## src/bgc_pkg.sv

```systemverilog
// Constants, types and register map of the buck global configuration bank.
package bgc_pkg;

  // ----------------------------------------------------------------------
  // Register offsets and reset values
  // ----------------------------------------------------------------------
  localparam logic [7:0] BGC_OFS_STARTUP_SHUTDOWN_SLEW     = 8'h33;
  localparam logic [7:0] BGC_OFS_VOLTAGE_RAMP_SLEW         = 8'h34;
  localparam logic [7:0] BGC_OFS_PROTECTION_TRANSIENT_CTRL = 8'h35;
  localparam logic [7:0] BGC_OFS_RESERVED_FIRST            = 8'h36;
  localparam logic [7:0] BGC_OFS_RESERVED_LAST             = 8'hff;

  localparam logic [7:0] BGC_RST_STARTUP_SHUTDOWN_SLEW     = 8'h24;
  localparam logic [7:0] BGC_RST_VOLTAGE_RAMP_SLEW         = 8'h24;
  localparam logic [7:0] BGC_RST_PROTECTION_TRANSIENT_CTRL = 8'h5f;

  // Writable bits of the two slew registers; bits 7 and 3 are reserved.
  localparam logic [7:0] BGC_SLEW_WR_MASK                  = 8'h77;
  localparam logic [7:0] BGC_READ_ZERO                     = 8'h00;

  // ----------------------------------------------------------------------
  // Field positions
  // ----------------------------------------------------------------------
  localparam int BGC_POS_HIGH_SLEW_LSB  = 4;
  localparam int BGC_POS_LOW_SLEW_LSB   = 0;
  localparam int BGC_POS_ILIM_OFF       = 7;
  localparam int BGC_POS_AZX_EN         = 6;
  localparam int BGC_POS_SHARE_WIDE     = 5;
  localparam int BGC_POS_SHARE_EN       = 4;
  localparam int BGC_POS_BRAKE_EN       = 3;
  localparam int BGC_POS_FALL_MASK      = 2;
  localparam int BGC_POS_RISE_BOOST_EN  = 1;
  localparam int BGC_POS_FALL_BOOST_EN  = 0;

  // ----------------------------------------------------------------------
  // Slew timing
  // ----------------------------------------------------------------------
  localparam int BGC_CLK_PERIOD_NS      = 20;
  localparam int BGC_SLEW_MIN_UV_PER_US = 1250;
  localparam int BGC_VOUT_STEP_UV       = 5000;
  // Reference LSB is the voltage moved in one clock at the slowest rate.
  localparam int BGC_REF_LSB_UV =
    BGC_SLEW_MIN_UV_PER_US * BGC_CLK_PERIOD_NS / 1000;
  localparam logic [7:0] BGC_REF_PER_CODE =
    8'(BGC_VOUT_STEP_UV / BGC_REF_LSB_UV);
  // Per-clock reference steps for 1.25, 2.5, 5, 10, 20, 40 and 60 mV/us.
  localparam logic [5:0] BGC_STEP_1P25 = 6'h01;
  localparam logic [5:0] BGC_STEP_2P5  = 6'h02;
  localparam logic [5:0] BGC_STEP_5    = 6'h04;
  localparam logic [5:0] BGC_STEP_10   = 6'h08;
  localparam logic [5:0] BGC_STEP_20   = 6'h10;
  localparam logic [5:0] BGC_STEP_40   = 6'h20;
  localparam logic [5:0] BGC_STEP_60   = 6'h30;

  localparam logic [2:0]  BGC_SYNC_RST = 3'h0;
  localparam logic [15:0] BGC_REF_RST  = 16'h0000;

  // ----------------------------------------------------------------------
  // Types
  // ----------------------------------------------------------------------
  typedef enum logic [2:0] {
    BGC_OFF,
    BGC_SOFTSTART,
    BGC_REGULATE,
    BGC_RAMP_UP,
    BGC_RAMP_DOWN,
    BGC_SHUTDOWN
  } bgc_ramp_e;

endpackage : bgc_pkg

```

## src/bgc_slew_if.sv

```systemverilog
// Carrier between the bank and one slew code decoder.
`timescale 1ns/10ps
interface bgc_slew_if;
  logic [2:0] code;
  logic [5:0] step;

  modport dec
  (
    input  code,
    output step
  );

  modport user
  (
    output code,
    input  step
  );
endinterface : bgc_slew_if

```

## src/bgc_slew_step.sv

```systemverilog
// Decoder from a three-bit slew code to a per-clock reference step.
`timescale 1ns/10ps
module bgc_slew_step
(
  // Code in, step out
  bgc_slew_if.dec slew
);
  import bgc_pkg::*;

  always_comb
  begin
    unique case (slew.code)
      3'h0:    slew.step = BGC_STEP_1P25;
      3'h1:    slew.step = BGC_STEP_2P5;
      3'h2:    slew.step = BGC_STEP_5;
      3'h3:    slew.step = BGC_STEP_10;
      3'h4:    slew.step = BGC_STEP_20;
      3'h5:    slew.step = BGC_STEP_40;
      // The two top codes both give the fastest rate.
      default: slew.step = BGC_STEP_60;
    endcase
  end

endmodule : bgc_slew_step

```

## src/bgc_global_cfg.sv

```systemverilog
// Buck global configuration bank with slew-limited reference generator.
// How it works
// - 0x33: shutdown slew 6:4, soft-start slew 2:0.
// - 0x34: ramp-down slew 6:4, ramp-up slew 2:0.
// - 0x35 bit 7 set disables current limits.
// - Bit 6 enables adaptive zero crossing, default one.
// - Bit 4 enables sharing, bit 5 selects range.
// - Bit 3 enables body braking on rising transient when bit 1 is set.
// - Bit 2 masks switch-on during falling transient when bit 0 is set.
// - Bits 1,0 enable rising, falling transient boost.
// - Addresses 0x36 to 0xFF are reserved.
// - Forced-mode ramp-down limited to ramp-down slew.
`timescale 1ns/10ps
module bgc_global_cfg
(
  // Clock and reset
  input  wire logic        CLOCK,
  input  wire logic        SYS_RST,
  // Register access port
  input  wire logic [7:0]  REG_ADDR,
  input  wire logic        REG_WR,
  input  wire logic [7:0]  REG_WDATA,
  input  wire logic        REG_RD,
  output var  logic [7:0]  REG_RDATA,
  // Pins from outside the clock domain
  input  wire logic        EN_PIN,
  input  wire logic        FPWM_PIN,
  // Core inputs on this clock
  input  wire logic [7:0]  VOUT_TARGET,
  input  wire logic        RISING_TRANSIENT_EVENT,
  input  wire logic        FALLING_TRANSIENT_EVENT,
  input  wire logic        SWITCH_ON_SIGNAL,
  input  wire logic        PEAK_LIMIT,
  input  wire logic        VALLEY_LIMIT,
  input  wire logic        NEGATIVE_LIMIT,
  // Static configuration outputs
  output var  logic [2:0]  SHUTDOWN_SLEW_CODE,
  output var  logic [2:0]  SOFTSTART_SLEW_CODE,
  output var  logic [2:0]  RAMPDOWN_SLEW_CODE,
  output var  logic [2:0]  RAMPUP_SLEW_CODE,
  output var  logic        CURRENT_LIMIT_DISABLE,
  output var  logic        ADAPTIVE_ZERO_CROSS_ENABLE,
  output var  logic        SHARE_RANGE_WIDE,
  output var  logic        PHASE_SHARE_ENABLE,
  output var  logic        BODY_BRAKE_ENABLE,
  output var  logic        FALLING_TRANSIENT_MASK,
  output var  logic        RISING_TRANSIENT_BOOST_ENABLE,
  output var  logic        FALLING_TRANSIENT_BOOST_ENABLE,
  // Derived control outputs
  output var  logic        BODY_BRAKE_ON,
  output var  logic        SWITCH_ON_GATED,
  output var  logic        LIMIT_TRIP,
  output var  logic        RISING_BOOST_ON,
  output var  logic        FALLING_BOOST_ON,
  output var  logic [15:0] VREF,
  output var  logic        SINK_ENABLE,
  output var  logic        RAMP_BUSY
);
  import bgc_pkg::*;

  // ----------------------------------------------------------------------
  // State
  // ----------------------------------------------------------------------
  typedef struct packed {
    logic [7:0]  slew_start_stop;
    logic [7:0]  slew_ramp;
    logic [7:0]  prot_ctrl;
    logic [7:0]  rdata;
    logic [2:0]  en_sync;
    logic [2:0]  fpwm_sync;
    logic        en_lvl;
    logic        fpwm_lvl;
    bgc_ramp_e   ramp;
    logic [15:0] vref;
    logic        sink;
    logic        busy;
    logic        brake_on;
    logic        switch_on;
    logic        limit_trip;
    logic        rise_boost;
    logic        fall_boost;
  } bgc_state_s;

  bgc_state_s state_q;
  bgc_state_s state_d;

  // ----------------------------------------------------------------------
  // Slew decoders, one per field
  // ----------------------------------------------------------------------
  bgc_slew_if sd_if ();
  bgc_slew_if ss_if ();
  bgc_slew_if rd_if ();
  bgc_slew_if ru_if ();

  assign sd_if.code =
    state_q.slew_start_stop[BGC_POS_HIGH_SLEW_LSB +: 3];
  assign ss_if.code =
    state_q.slew_start_stop[BGC_POS_LOW_SLEW_LSB +: 3];
  assign rd_if.code = state_q.slew_ramp[BGC_POS_HIGH_SLEW_LSB +: 3];
  assign ru_if.code = state_q.slew_ramp[BGC_POS_LOW_SLEW_LSB +: 3];

  bgc_slew_step u_sd_step (.slew(sd_if.dec));
  bgc_slew_step u_ss_step (.slew(ss_if.dec));
  bgc_slew_step u_rd_step (.slew(rd_if.dec));
  bgc_slew_step u_ru_step (.slew(ru_if.dec));

  // ----------------------------------------------------------------------
  // Next-state logic
  // ----------------------------------------------------------------------
  logic [15:0] goal;
  logic [5:0]  step;
  logic [16:0] up_sum;
  logic [16:0] dn_dif;
  logic        wr_sss;
  logic        wr_vrs;
  logic        wr_ptc;

  always_comb
  begin
    state_d = state_q;

    // Register writes; reserved addresses take nothing.
    wr_sss = REG_WR && (REG_ADDR == BGC_OFS_STARTUP_SHUTDOWN_SLEW);
    wr_vrs = REG_WR && (REG_ADDR == BGC_OFS_VOLTAGE_RAMP_SLEW);
    wr_ptc = REG_WR && (REG_ADDR == BGC_OFS_PROTECTION_TRANSIENT_CTRL);
    if (wr_sss)
    begin
      state_d.slew_start_stop = REG_WDATA & BGC_SLEW_WR_MASK;
    end
    if (wr_vrs)
    begin
      state_d.slew_ramp = REG_WDATA & BGC_SLEW_WR_MASK;
    end
    if (wr_ptc)
    begin
      state_d.prot_ctrl = REG_WDATA;
    end

    // Read data is registered and holds until the next read.
    if (REG_RD)
    begin
      unique case (REG_ADDR)
        BGC_OFS_STARTUP_SHUTDOWN_SLEW:
          state_d.rdata = state_q.slew_start_stop;
        BGC_OFS_VOLTAGE_RAMP_SLEW:
          state_d.rdata = state_q.slew_ramp;
        BGC_OFS_PROTECTION_TRANSIENT_CTRL:
          state_d.rdata = state_q.prot_ctrl;
        default:
          state_d.rdata = BGC_READ_ZERO;
      endcase
    end

    // Pin synchronisers; a level is taken once stages two and three agree.
    state_d.en_sync   = {state_q.en_sync[1:0], EN_PIN};
    state_d.fpwm_sync = {state_q.fpwm_sync[1:0], FPWM_PIN};
    if (state_q.en_sync[1] == state_q.en_sync[2])
    begin
      state_d.en_lvl = state_q.en_sync[2];
    end
    if (state_q.fpwm_sync[1] == state_q.fpwm_sync[2])
    begin
      state_d.fpwm_lvl = state_q.fpwm_sync[2];
    end

    // Reference sequencing.
    goal = 16'(VOUT_TARGET * BGC_REF_PER_CODE);
    step = (goal < state_q.vref) ? rd_if.step : ru_if.step;
    unique case (state_q.ramp)
      BGC_OFF:
      begin
        goal = BGC_REF_RST;
        if (state_q.en_lvl)
        begin
          state_d.ramp = BGC_SOFTSTART;
        end
      end
      BGC_SOFTSTART:
      begin
        step = ss_if.step;
        if (!state_q.en_lvl)
        begin
          state_d.ramp = BGC_SHUTDOWN;
        end
        else if (state_q.vref == goal)
        begin
          state_d.ramp = BGC_REGULATE;
        end
      end
      BGC_REGULATE:
      begin
        if (!state_q.en_lvl)
        begin
          state_d.ramp = BGC_SHUTDOWN;
        end
        else if (goal > state_q.vref)
        begin
          state_d.ramp = BGC_RAMP_UP;
        end
        else if (goal < state_q.vref)
        begin
          state_d.ramp = BGC_RAMP_DOWN;
        end
      end
      BGC_RAMP_UP, BGC_RAMP_DOWN:
      begin
        step = (goal < state_q.vref) ? rd_if.step : ru_if.step;
        if (!state_q.en_lvl)
        begin
          state_d.ramp = BGC_SHUTDOWN;
        end
        else if (state_q.vref == goal)
        begin
          state_d.ramp = BGC_REGULATE;
        end
        else
        begin
          state_d.ramp = (goal < state_q.vref) ? BGC_RAMP_DOWN
                                               : BGC_RAMP_UP;
        end
      end
      BGC_SHUTDOWN:
      begin
        goal = BGC_REF_RST;
        step = sd_if.step;
        if (state_q.en_lvl)
        begin
          state_d.ramp = BGC_RAMP_UP;
        end
        else if (state_q.vref == BGC_REF_RST)
        begin
          state_d.ramp = BGC_OFF;
        end
      end
      default:
      begin
        state_d.ramp = BGC_OFF;
      end
    endcase

    // One limited step toward the goal, never past it.
    up_sum = {1'b0, state_q.vref} + {11'h000, step};
    dn_dif = {1'b0, state_q.vref} - {11'h000, step};
    if (state_q.vref < goal)
    begin
      state_d.vref = (up_sum[15:0] > goal || up_sum[16]) ? goal
                                                         : up_sum[15:0];
    end
    else if (state_q.vref > goal)
    begin
      // Falling reference moves at the ramp-down, shutdown or soft-start rate.
      state_d.vref = (dn_dif[16] || dn_dif[15:0] < goal) ? goal
                                                         : dn_dif[15:0];
    end

    // In skip mode the stage cannot sink, so only forced mode pulls
    // the output down at the programmed rate.
    state_d.sink = state_q.fpwm_lvl &&
                   ((state_d.ramp == BGC_RAMP_DOWN) ||
                    (state_d.ramp == BGC_SHUTDOWN));
    state_d.busy = (state_d.ramp != BGC_OFF) &&
                   (state_d.ramp != BGC_REGULATE);

    // Gating of core events by the protection and transient controls.
    state_d.limit_trip = !state_q.prot_ctrl[BGC_POS_ILIM_OFF] &&
                         (PEAK_LIMIT || VALLEY_LIMIT ||
                          NEGATIVE_LIMIT);
    state_d.rise_boost = state_q.prot_ctrl[BGC_POS_RISE_BOOST_EN] &&
                         RISING_TRANSIENT_EVENT;
    state_d.fall_boost = state_q.prot_ctrl[BGC_POS_FALL_BOOST_EN] &&
                         FALLING_TRANSIENT_EVENT;
    state_d.brake_on   = state_q.prot_ctrl[BGC_POS_BRAKE_EN] &&
                         state_q.prot_ctrl[BGC_POS_RISE_BOOST_EN] &&
                         RISING_TRANSIENT_EVENT;
    state_d.switch_on  = SWITCH_ON_SIGNAL &&
                         !(state_q.prot_ctrl[BGC_POS_FALL_MASK] &&
                           state_q.prot_ctrl[BGC_POS_FALL_BOOST_EN] &&
                           FALLING_TRANSIENT_EVENT);
  end

  // ----------------------------------------------------------------------
  // Registers
  // ----------------------------------------------------------------------
  always_ff @(posedge CLOCK or posedge SYS_RST)
  begin
    if (SYS_RST)
    begin
      state_q.slew_start_stop <= BGC_RST_STARTUP_SHUTDOWN_SLEW;
      state_q.slew_ramp       <= BGC_RST_VOLTAGE_RAMP_SLEW;
      state_q.prot_ctrl       <= BGC_RST_PROTECTION_TRANSIENT_CTRL;
      state_q.rdata           <= BGC_READ_ZERO;
      state_q.en_sync         <= BGC_SYNC_RST;
      state_q.fpwm_sync       <= BGC_SYNC_RST;
      state_q.en_lvl          <= 1'b0;
      state_q.fpwm_lvl        <= 1'b0;
      state_q.ramp            <= BGC_OFF;
      state_q.vref            <= BGC_REF_RST;
      state_q.sink            <= 1'b0;
      state_q.busy            <= 1'b0;
      state_q.brake_on        <= 1'b0;
      state_q.switch_on       <= 1'b0;
      state_q.limit_trip      <= 1'b0;
      state_q.rise_boost      <= 1'b0;
      state_q.fall_boost      <= 1'b0;
    end
    else
    begin
      state_q <= state_d;
    end
  end

  // ----------------------------------------------------------------------
  // Outputs
  // ----------------------------------------------------------------------
  assign REG_RDATA           = state_q.rdata;
  assign SHUTDOWN_SLEW_CODE  =
    state_q.slew_start_stop[BGC_POS_HIGH_SLEW_LSB +: 3];
  assign SOFTSTART_SLEW_CODE =
    state_q.slew_start_stop[BGC_POS_LOW_SLEW_LSB +: 3];
  assign RAMPDOWN_SLEW_CODE  =
    state_q.slew_ramp[BGC_POS_HIGH_SLEW_LSB +: 3];
  assign RAMPUP_SLEW_CODE    =
    state_q.slew_ramp[BGC_POS_LOW_SLEW_LSB +: 3];
  assign CURRENT_LIMIT_DISABLE =
    state_q.prot_ctrl[BGC_POS_ILIM_OFF];
  assign ADAPTIVE_ZERO_CROSS_ENABLE =
    state_q.prot_ctrl[BGC_POS_AZX_EN];
  assign SHARE_RANGE_WIDE    =
    state_q.prot_ctrl[BGC_POS_SHARE_WIDE];
  assign PHASE_SHARE_ENABLE  =
    state_q.prot_ctrl[BGC_POS_SHARE_EN];
  assign BODY_BRAKE_ENABLE   =
    state_q.prot_ctrl[BGC_POS_BRAKE_EN];
  assign FALLING_TRANSIENT_MASK =
    state_q.prot_ctrl[BGC_POS_FALL_MASK];
  assign RISING_TRANSIENT_BOOST_ENABLE =
    state_q.prot_ctrl[BGC_POS_RISE_BOOST_EN];
  assign FALLING_TRANSIENT_BOOST_ENABLE =
    state_q.prot_ctrl[BGC_POS_FALL_BOOST_EN];
  assign BODY_BRAKE_ON       = state_q.brake_on;
  assign SWITCH_ON_GATED     = state_q.switch_on;
  assign LIMIT_TRIP          = state_q.limit_trip;
  assign RISING_BOOST_ON     = state_q.rise_boost;
  assign FALLING_BOOST_ON    = state_q.fall_boost;
  assign VREF                = state_q.vref;
  assign SINK_ENABLE         = state_q.sink;
  assign RAMP_BUSY           = state_q.busy;

endmodule : bgc_global_cfg

```

## config.mk

```make
export PLATFORM = sky130hd
export DESIGN_NAME = bgc_global_cfg
export DESIGN_NICKNAME = d
export VERILOG_FILES = /design/src/bgc_pkg.sv /design/src/bgc_slew_if.sv /design/src/bgc_slew_step.sv /design/src/bgc_global_cfg.sv
export SDC_FILE = /design/constraint.sdc
export NUM_CORES = 1
export LEC_CHECK = 0
export BUFFER_PORTS_ARGS = -buffer_cell sky130_fd_sc_hd__clkbuf_2
export CORE_AREA = 2 2 111 113
export CTS_CLUSTER_DIAMETER = 30
export DETAILED_ROUTE_END_ITERATION = 12
export DIE_AREA = 0 0 113 115
export PLACE_DENSITY = 0.8
export SYNTH_ARGS = -nofsm -noshare
export SYNTH_HDL_FRONTEND = slang
export SYNTH_SLANG_ARGS = --single-unit
```

## constraint.sdc

```tcl
create_clock -name CLOCK -period 5.7 [get_ports CLOCK]
set_input_delay 1.14 -clock CLOCK [delete_from_list [all_inputs] [get_ports CLOCK]]
set_output_delay 1.14 -clock CLOCK [all_outputs]
set_load 0.01 [all_outputs]
```

**Yosys cells after proc, flatten, opt, wreduce, memory -nomap -nowiden**

Index checks and enable logic that the tools add are counted.

- Mux-type cells: 24
- Reduce and logical (&&, ||, !) cells: 30
- $mul: 1
- Order comparisons: 6
- $add $sub $neg: 2
- Equality and inequality tests: 34

Operators by type and width:

| cell | count |
|---|---|
| 6-bit one-hot mux with 6 select lines | 4 |
| 16-bit 2-to-1 mux | 5 |
| 16-bit > comparator | 3 |
| 16-bit less-than comparator | 3 |
| 3-bit == test, second input constant | 12 |
| 3-bit 2-to-1 mux | 11 |
| 3-bit by 2-bit == test with 1-bit output, second input constant | 10 |
| 8-bit by 6-bit == test with 1-bit output, second input constant | 3 |
| 8-bit one-hot mux with 3 select lines | 1 |
| 16-bit by 6-bit adder with 17-bit output | 1 |
| 16-bit by 6-bit subtractor with 17-bit output | 1 |
| 16-bit == test | 1 |
| 16-bit logical NOT | 1 |
| 3-bit by 1-bit == test with 1-bit output, second input constant | 5 |
| 3-bit logical NOT | 5 |
| 3-bit one-hot mux with 5 select lines | 1 |
| 1-bit logical AND | 13 |
| 8-bit by 5-bit multiplier with 13-bit output, second input constant | 1 |
| 6-bit one-hot mux with 2 select lines | 1 |
| 6-bit 2-to-1 mux | 1 |
| 1-bit logical OR | 5 |
| 2-bit OR reduction | 2 |
| 3-bit by 2-bit != test with 1-bit output, second input constant | 1 |
| 3-bit nonzero test | 1 |
| 3 further kinds | 5 |

- Bits of input ports: 36
- Output and inout port bits: 51
- Register bits after elaboration: 62

**Longest topological paths before layout**

Gate-level depths: netlist of run 1.

- Depth after elaboration: 10
- Depth in mapped cells: 39
- Mapped depth without buffers: 37

**Modules after synthesis**

From an unflattened synthesis of run 1, not the netlist that was laid out.

- Cell total of the unflattened synthesis: 703
- Area total of the unflattened synthesis: 6,465.0 um^2

By module, submodules not included:

| module | seq. area each (um^2) | cells an instance | times used | area each (um^2) |
|---|---|---|---|---|
| bgc_global_cfg | 1,564.0 | 675 | 1 | 6,214.7 |
| bgc_slew_step | 0.0 | 7 | 4 | 62.6 |

**Worst setup path after synthesis of run 1**

Ideal clock, no wire load.

- Path type: input -> register
- Start point: in VOUT_TARGET[2]
- End point: reg state_q, in the netlist VREF[3]
- Path slack: -2.830 ns
- Stages on the path: 36
- Setup time: 0.079 ns
- Arrival: 8.451 ns
- Required time: 5.621 ns
- Buffers on the path: 1
- Path through: ha_1 > ha_1 > fa_1 > ha_1 > nor2b_1 > o21ai_0 > a21oi_1 > nor3_1 > o21bai_1 > xnor2_1 > ha_1 > nand4_1 > nor2_1 > and4_1 > a211oi_1 > o211ai_1 > or4_1 > a31oi_1 > inv_1 > fa_1 > nor2b_1 > o21ai_0 > nand3b_2 > nor3_1 > nand2_1 > xnor2_1 > ha_1 > nand2_1 > nor2_1 > a221o_1 > a21oi_1 > buf_6 > nor2_8 > mux2i_1 > mux2_2 > mux2i_1

- Cells in the longest elaborated chain, start to end: 10

Ends and longest elaborated chain:

| item | line | text |
|---|---|---|
| from (decl) | bgc_global_cfg.sv:29 | `input wire logic [7:0] VOUT_TARGET,` |
| 8-bit by 5-bit multiplier with 13-bit output * | bgc_global_cfg.sv:167 | `goal = 16'(VOUT_TARGET * BGC_REF_PER_CODE);` |
| 16-bit less-than comparator | bgc_global_cfg.sv:168, bgc_global_cfg.sv:207 |  |
| 6-bit 2-to-1 mux | bgc_global_cfg.sv:168, bgc_global_cfg.sv:207 |  |
| 6-bit one-hot mux with 2 select lines | bgc_global_cfg.sv:169 | `unique case (state_q.ramp)` |
| 16-bit by 6-bit subtractor with 17-bit output | bgc_global_cfg.sv:243 | `dn_dif = {1'b0, state_q.vref} - {11'h000, step};` |
| 16-bit less-than comparator | bgc_global_cfg.sv:252 | `state_d.vref = (dn_dif[16] \|\| dn_dif[15:0] < goal) ? goal` |
| 1-bit logical OR | bgc_global_cfg.sv:252 |  |
| 16-bit 2-to-1 mux | bgc_global_cfg.sv:252 |  |
| 16-bit 2-to-1 mux | bgc_global_cfg.sv:249 | `else if (state_q.vref > goal)` |
| 16-bit 2-to-1 mux | bgc_global_cfg.sv:244 | `if (state_q.vref < goal)` |
| to (signal assigned) | bgc_global_cfg.sv:308 | `state_q <= state_d;` |
| to (decl) | bgc_global_cfg.sv:84 | `bgc_state_s state_q;` |

Mark *: on every way between the ends. The rest lies on a longest branch, timed or not. The select of a mux whose other input is x is not followed.
A chain may end at the register's enable or synchronous reset.

**Final worst setup path of run 1**

- Start point: in VOUT_TARGET[2]
- End point: reg state_q, in the netlist VREF[7]

The elaborated chain is that of the path after synthesis.

==> results_dict.tcl, run 1 <==
set metrics [dict create \
    grt_pass1_wl_um 34600 \
    end_kind "flip-flop" \
    clock_sinks 62 \
    final_cell_mix "buf_4, clkbuf_2, ha_1" \
    whs_path_depth 0 \
    drtAntennaViolNets 0 \
    endpoint "VREF[7]" \
    status "complete, but fails checks" \
    r2r_start "VREF[5]" \
    ios 87 \
    vias_per_cell 6.17 \
    synth_cell_types 85 \
    max_freq_mhz 118 \
    grt_pass1_vias 6622 \
    startpoint_type "input pin" \
    synth_area_um2 6260 \
    path_class "input pin to flip-flop" \
    start_util_pct 53.0 \
    rsz0062_at_grt "true" \
    drt-initial-drc-count 477 \
    setup_slack_ps -2750 \
    violations "design-rule violations, negative setup slack" \
    die-height_um 115 \
    min_path_type "flip-flop to flip-flop" \
    slowest_stage "fa_1" \
    final_common_cell "buf_4" \
    r2r_end "VREF[7]" \
    crit_required_ps 5910 \
    clkTransAtPathRegs_ps 60 \
    vias 6577 \
    clk_path_buf_depth 2 \
    setup_viol 16 \
    syn2layout_area_growth_pct 45.7 \
    drive_gt1_share_pct 47.8 \
    slew_headroom_pct 44.1 \
    worstSkewPairLatency_ps 340 \
    fin_nets 1048 \
    synth_top_cell_area_share_pct 20.8 \
    synth_area_leader_cell "dfrtp_1" \
    port_buffers 86 \
    regToRegSetupSlack_ps -360 \
    n_antenna_cell 0 \
    cts_made_buffers 9 \
    cpMostUsedCell "buf_4" \
    fp-row-count 40 \
    timing.critical_path.from "VOUT_TARGET[2]" \
    gp_congestion 0.991 \
    grt_max_degree 63 \
    tightest_slew_ps 839 \
    first_pass_iters 9 \
    drt_wl_total_um 23000 \
    worstPathArrival_ps 8670 \
    grt-ovfl-total 0 \
    htreeDepth 3 \
    ys_seq_elements 62 \
    drc_errors 4 \
    die_w_um 113 \
    critPathMaxStageDelay_ps 440 \
    core_um2 11800 \
    synth_ff_type "dfrtp_1" \
    hold_viol_final 0 \
    synth_nets 819 \
    synthCells 685 \
    cts_tree "yes" \
    timing.final.crit_share_pct 148 \
    synthTopCellsByArea "dfrtp_1, ha_1, buf_4, dfstp_2, xnor2_1" \
    syn_area_per_cell_um2 9.14 \
    crit_fanout 8 \
    fin_crit_ps 8450 \
    yosys_warnings 0 \
    yosysSeqAreaShare_pct 25.0 \
    place_area_um2 7890 \
    drv_cap 0 \
    antenna_found_initial 0 \
    async_flop_share_pct 100 \
    final_area_um2 9120 \
    wl_per_cell_um 21.6 \
    synth_edf_count 0 \
    hpwl_um 16200 \
    ctsHoldBuffers 0 \
    skew_ps 8.61 \
    slew_viol_final 0 \
    root_buffer "clkbuf_16" \
    gr-usage-all-layers_pct 34.1 \
    reg2regPathDepth 30 \
    nFillCells 765 \
    dieArea_um2 13000 \
]
area by class of cell:
class / instances / area, um2 / share of cell area (%)
clock buffer: 9 / 225 / 2.47
clock inverter: 7 / 80.1 / 0.878
inverter: 52 / 195 / 2.14
multi-input combinational: 514 / 4910 / 53.8
sequential: 62 / 1560 / 17.1
tap: 147 / 184 / 2.02
timing repair buffer: 275 / 1960 / 21.5
cells in the mapped netlist (7+ instances only):
cell      number
o21ai_0       28
nor2b_1       11
nor2_1        34
nand3_1       20
xnor2_1       30
nand4_1        9
nor3_1        28
a21o_1        10
and2_1         7
buf_4         37
buf_2          8
a31oi_1        7
a21oi_1       31
nand2_1       43
mux2_2        21
o22ai_1        9
inv_1         50
ha_1          93
dfrtp_1       52
clkbuf_1       8
dfstp_2       10
per-layer routing:
metal	vias to the layer above	global-route usage (%)	wire length (um)
met5	-	0	0
met2	352	61.3	11500
met1	3195	41.3	9020
met4	0	12.7	882
li1	2953	-	-
met3	77	5.48	1590
critical path, delay by kind of cell:
kind	cells	cell delay (ps)
XOR/XNOR	2	410
AND/OR/NAND/NOR	11	1410
buffers and inverters	7	1130
adder cells (fa/ha/maj)	7	2060
AO/OA/AOI/OAI	13	2490
stage by stage:
stage               hold slack [ps]  utilization [%]  worst slack (ps)  TNS, ps  std cells
global placement                338             66.8             -3080   -46980       1017
finish                          349             77.2             -2750   -43010       1066
floorplan                       331                -             -2420   -36020        685
detailed placement              338             66.8             -3420   -52360       1017
global route                    355             77.2             -3010   -47180       1066
CTS                             353             74.4             -2380   -37120       1055
cells by family (layout without fill, tap and decap cells):
| group | Yosys count | after routing | share of synthesized area (%) |
|---|---|---|---|
| flops | 62 | 62 | 25.0 |
| simple gates | 191 | 191 | 16.8 |
| buf+inv | 109 | 343 | 9.27 |
| mux | 27 | 27 | 4.74 |
| xor+xnor | 33 | 33 | 4.62 |
| fa+ha+maj | 100 | 100 | 20.5 |
| compound gates | 163 | 163 | 19.1 |
sequential cells by signal (all words and copies together) (netlist names):
| signal | flops |
|---|---|
| FALLING_TRANSIENT_MASK | 1 |
| REG_RDATA | 8 |
| SHARE_RANGE_WIDE | 1 |
| RAMPUP_SLEW_CODE | 3 |
| ADAPTIVE_ZERO_CROSS_ENABLE | 1 |
| FALLING_TRANSIENT_BOOST_ENABLE | 1 |
| state_q | 7 |
| BODY_BRAKE_ENABLE | 1 |
| SWITCH_ON_GATED | 1 |
| state_d | 4 |
| SINK_ENABLE | 1 |
| RAMPDOWN_SLEW_CODE | 3 |
| RAMP_BUSY | 1 |
| PHASE_SHARE_ENABLE | 1 |
| LIMIT_TRIP | 1 |
| SOFTSTART_SLEW_CODE | 3 |
| BODY_BRAKE_ON | 1 |
| FALLING_BOOST_ON | 1 |
| RISING_TRANSIENT_BOOST_ENABLE | 1 |
| CURRENT_LIMIT_DISABLE | 1 |
| VREF | 16 |
| SHUTDOWN_SLEW_CODE | 3 |
| RISING_BOOST_ON | 1 |
how the worst min path moves through the flow:
stage / from / end / slack (ps)
floorplan: state_d[29] / state_d[30] / 330
global placement: state_d[29] / state_d[30] / 340
detailed placement: state_d[32] / state_d[33] / 340
CTS: state_d[29] / state_d[30] / 350
global route: state_d[29] / state_d[30] / 360
finish: state_d[29] / state_d[30] / 350
what timing repair did:
action	in CTS	in global routing
endpoints found under the setup margin	16	16
gates cloned	2	0
hold endpoints to repair	0	0
gates resized for setup	73	46
setup buffers	21	11
pin swaps	51	59
Power of run 1 is left out: the tool's default activity adds up to more than one toggle a clock period on the data nets, which glitch-free logic cannot reach.
==> inputs of run 2 (changes only) <==
--- a/config.mk
+++ b/config.mk
@@ -6,11 +6,12 @@
 export NUM_CORES = 1
 export LEC_CHECK = 0
 export BUFFER_PORTS_ARGS = -buffer_cell sky130_fd_sc_hd__clkbuf_2
-export CORE_AREA = 2 2 111 113
+export CORE_AREA = 2 2 110 112
+export CTS_BUF_LIST = sky130_fd_sc_hd__clkbuf_2
 export CTS_CLUSTER_DIAMETER = 30
 export DETAILED_ROUTE_END_ITERATION = 12
-export DIE_AREA = 0 0 113 115
-export PLACE_DENSITY = 0.8
+export DIE_AREA = 0 0 112 114
+export PLACE_DENSITY = 0.81
 export SYNTH_ARGS = -nofsm -noshare
 export SYNTH_HDL_FRONTEND = slang
 export SYNTH_SLANG_ARGS = --single-unit
==> run 2 against run 1 <==
Net effect: the run ends with negative setup slack left; non-clock buffer count rose by 2; first-iteration DRC count rose by 26%; cell count rose by 0.19%; wire length fell by 2.9%; critical path type unchanged.
==> results_dict.tcl, run 2 (synthesis gave the netlist of run 1 again) <==
set metrics [dict create \
    drtAntennaViolNets 0 \
    clkTransAtPathRegs_ps 210 \
    fin_hold_ws_ps 374 \
    grt-ovfl-total 0 \
    hpwl_um 15700 \
    place_area_um2 7880 \
    timing.critical_path.from "VOUT_TARGET[3]" \
    final_cell_mix "buf_4, clkbuf_2, ha_1" \
    drive_gt1_share_pct 48.9 \
    min_path_type "flip-flop to flip-flop" \
    skew_ps 59.6 \
    rsz0062_at_grt "true" \
    hold_viol_final 0 \
    worstPathArrival_ps 8780 \
    slew_viol_final 0 \
    fin_nets 1050 \
    grt_pass1_wl_um 33400 \
    wl_met2_um 10600 \
    core_um2 11700 \
    crit_family "compound AO/OA/AOI/OAI gates" \
    cts_made_buffers 9 \
    top_layer "met4" \
    vias_per_cell 6.26 \
    met3_length_um 1840 \
    setup_viol 16 \
    clock_sinks 62 \
    root_buffer "clkbuf_2" \
    tightest_slew_ps 1120 \
    max_freq_mhz 121 \
    path_class "input pin to flip-flop" \
    fp-row-count 40 \
    r2r_end "VREF[13]" \
    largest_reg_flops 16 \
    cts_tree "yes" \
    setup_slack_ps -2580 \
    n_antenna_cell 0 \
    vias 6688 \
    critPathMaxStageDelay_ps 570 \
    grt_pass1_vias 6624 \
    cpMostUsedCell "ha_4" \
    die-height_um 114 \
    dp.cells 1015 \
    r2r_start "VREF[9]" \
    die_w_um 112 \
    crit_fanout 5 \
    fin_setup_tns_ps -38470 \
    nFillCells 764 \
    reg2regPathDepth 26 \
    regArea_um2 1560 \
    instances_no_fill 1068 \
    gr-usage-all-layers_pct 33.0 \
    status "complete, but fails checks" \
    gp_congestion 1.01 \
    startpoint_type "input pin" \
    wl_per_cell_um 20.9 \
    cp.depth 35 \
    wl_met1_um 8540 \
    fin_crit_ps 8280 \
    port_buffers 86 \
    path_buf_inv 4 \
    final_common_cell "buf_4" \
    drv_cap 0 \
    first_pass_iters 8 \
    whs_path_depth 0 \
    grt_max_degree 63 \
    slowest_stage "or4_4" \
    ios 87 \
    syn2layout_area_growth_pct 42.7 \
    drc_errors 0 \
    clk_path_buf_depth 2 \
    drt-initial-drc-count 600 \
    htreeDepth 3 \
    regToRegSetupSlack_ps -560 \
    worstSkewPairLatency_ps 570 \
    drt_wl_total_um 22300 \
    timing.final.crit_share_pct 145 \
    slew_headroom_pct 24.0 \
    final_area_um2 8930 \
    whs_endpoint "state_d[33]" \
    crit_required_ps 6210 \
    start_util_pct 53.5 \
    ctsHoldBuffers 0 \
    violations "negative setup slack" \
    multi_input_area_um2 4880 \
    antenna_found_initial 0 \
    end_kind "flip-flop" \
    dieArea_um2 12800 \
    hp-start "state_d[32]" \
]
## run 2: cell count changes in the layout (fill, tap and decap cells not counted), sizes merged
| cell | before | now |
|---|---|---|
| clkbuf | 94 | 95 |
| clkinvlp | 1 | 2 |
| buf | 190 | 192 |
| inv | 53 | 51 |
## run 2: repair_timing
item                       4_1_cts  5_1_grt
pin swaps                       59       34
setup endpoints to repair       16       16
buffers inserted                22       20
gates resized for setup         72       57
## run 2: how the worst max path moves through the flow
stage          slack [ps]       end
2_1_floorplan       -2420   VREF[3]
3_3_place_gp        -3020  VREF[13]
3_5_place_dp        -3400  VREF[13]
4_1_cts             -2170  VREF[13]
5_1_grt             -2910  VREF[13]
6_report            -2580  VREF[13]
## run 2: stage by stage
step | util, % | setup slack [ps]
after CTS | 72.7 | -2170
after global routing | 76.3 | -2910
after floorplan | - | -2420
final | 76.3 | -2580
after global placement | 67.3 | -3020
after detailed placement | 67.3 | -3400
## run 2: layout make-up
cell class / instances / share of cell area [%]
clock inverters: 6 / 0.799
repair buffers: 277 / 22.2
clock buffers: 10 / 0.560
inverters: 52 / 2.19
multi-input cells: 514 / 54.7
well taps: 147 / 2.06
flip-flops and latches: 62 / 17.5
## run 2: layer usage
metal,vias to the layer above,GRT usage [%]
met2,420,56.2
li1,2954,-
met4,0,15.9
met5,-,0
met1,3187,40.5
met3,127,6.43
## run 2: worst reg2reg max path: cells and delay by family (launching register included)
family / cells / cell delay, ps
AOI/OAI and AO/OA: 12 / 2740
xor gates and xnor gates: 1 / 160
adders and majority gates: 4 / 1220
buffers and inverters: 4 / 470
DFF: 1 / 420
and+or+nand+nor: 5 / 1230
Power of run 2 is left out for the same reason.
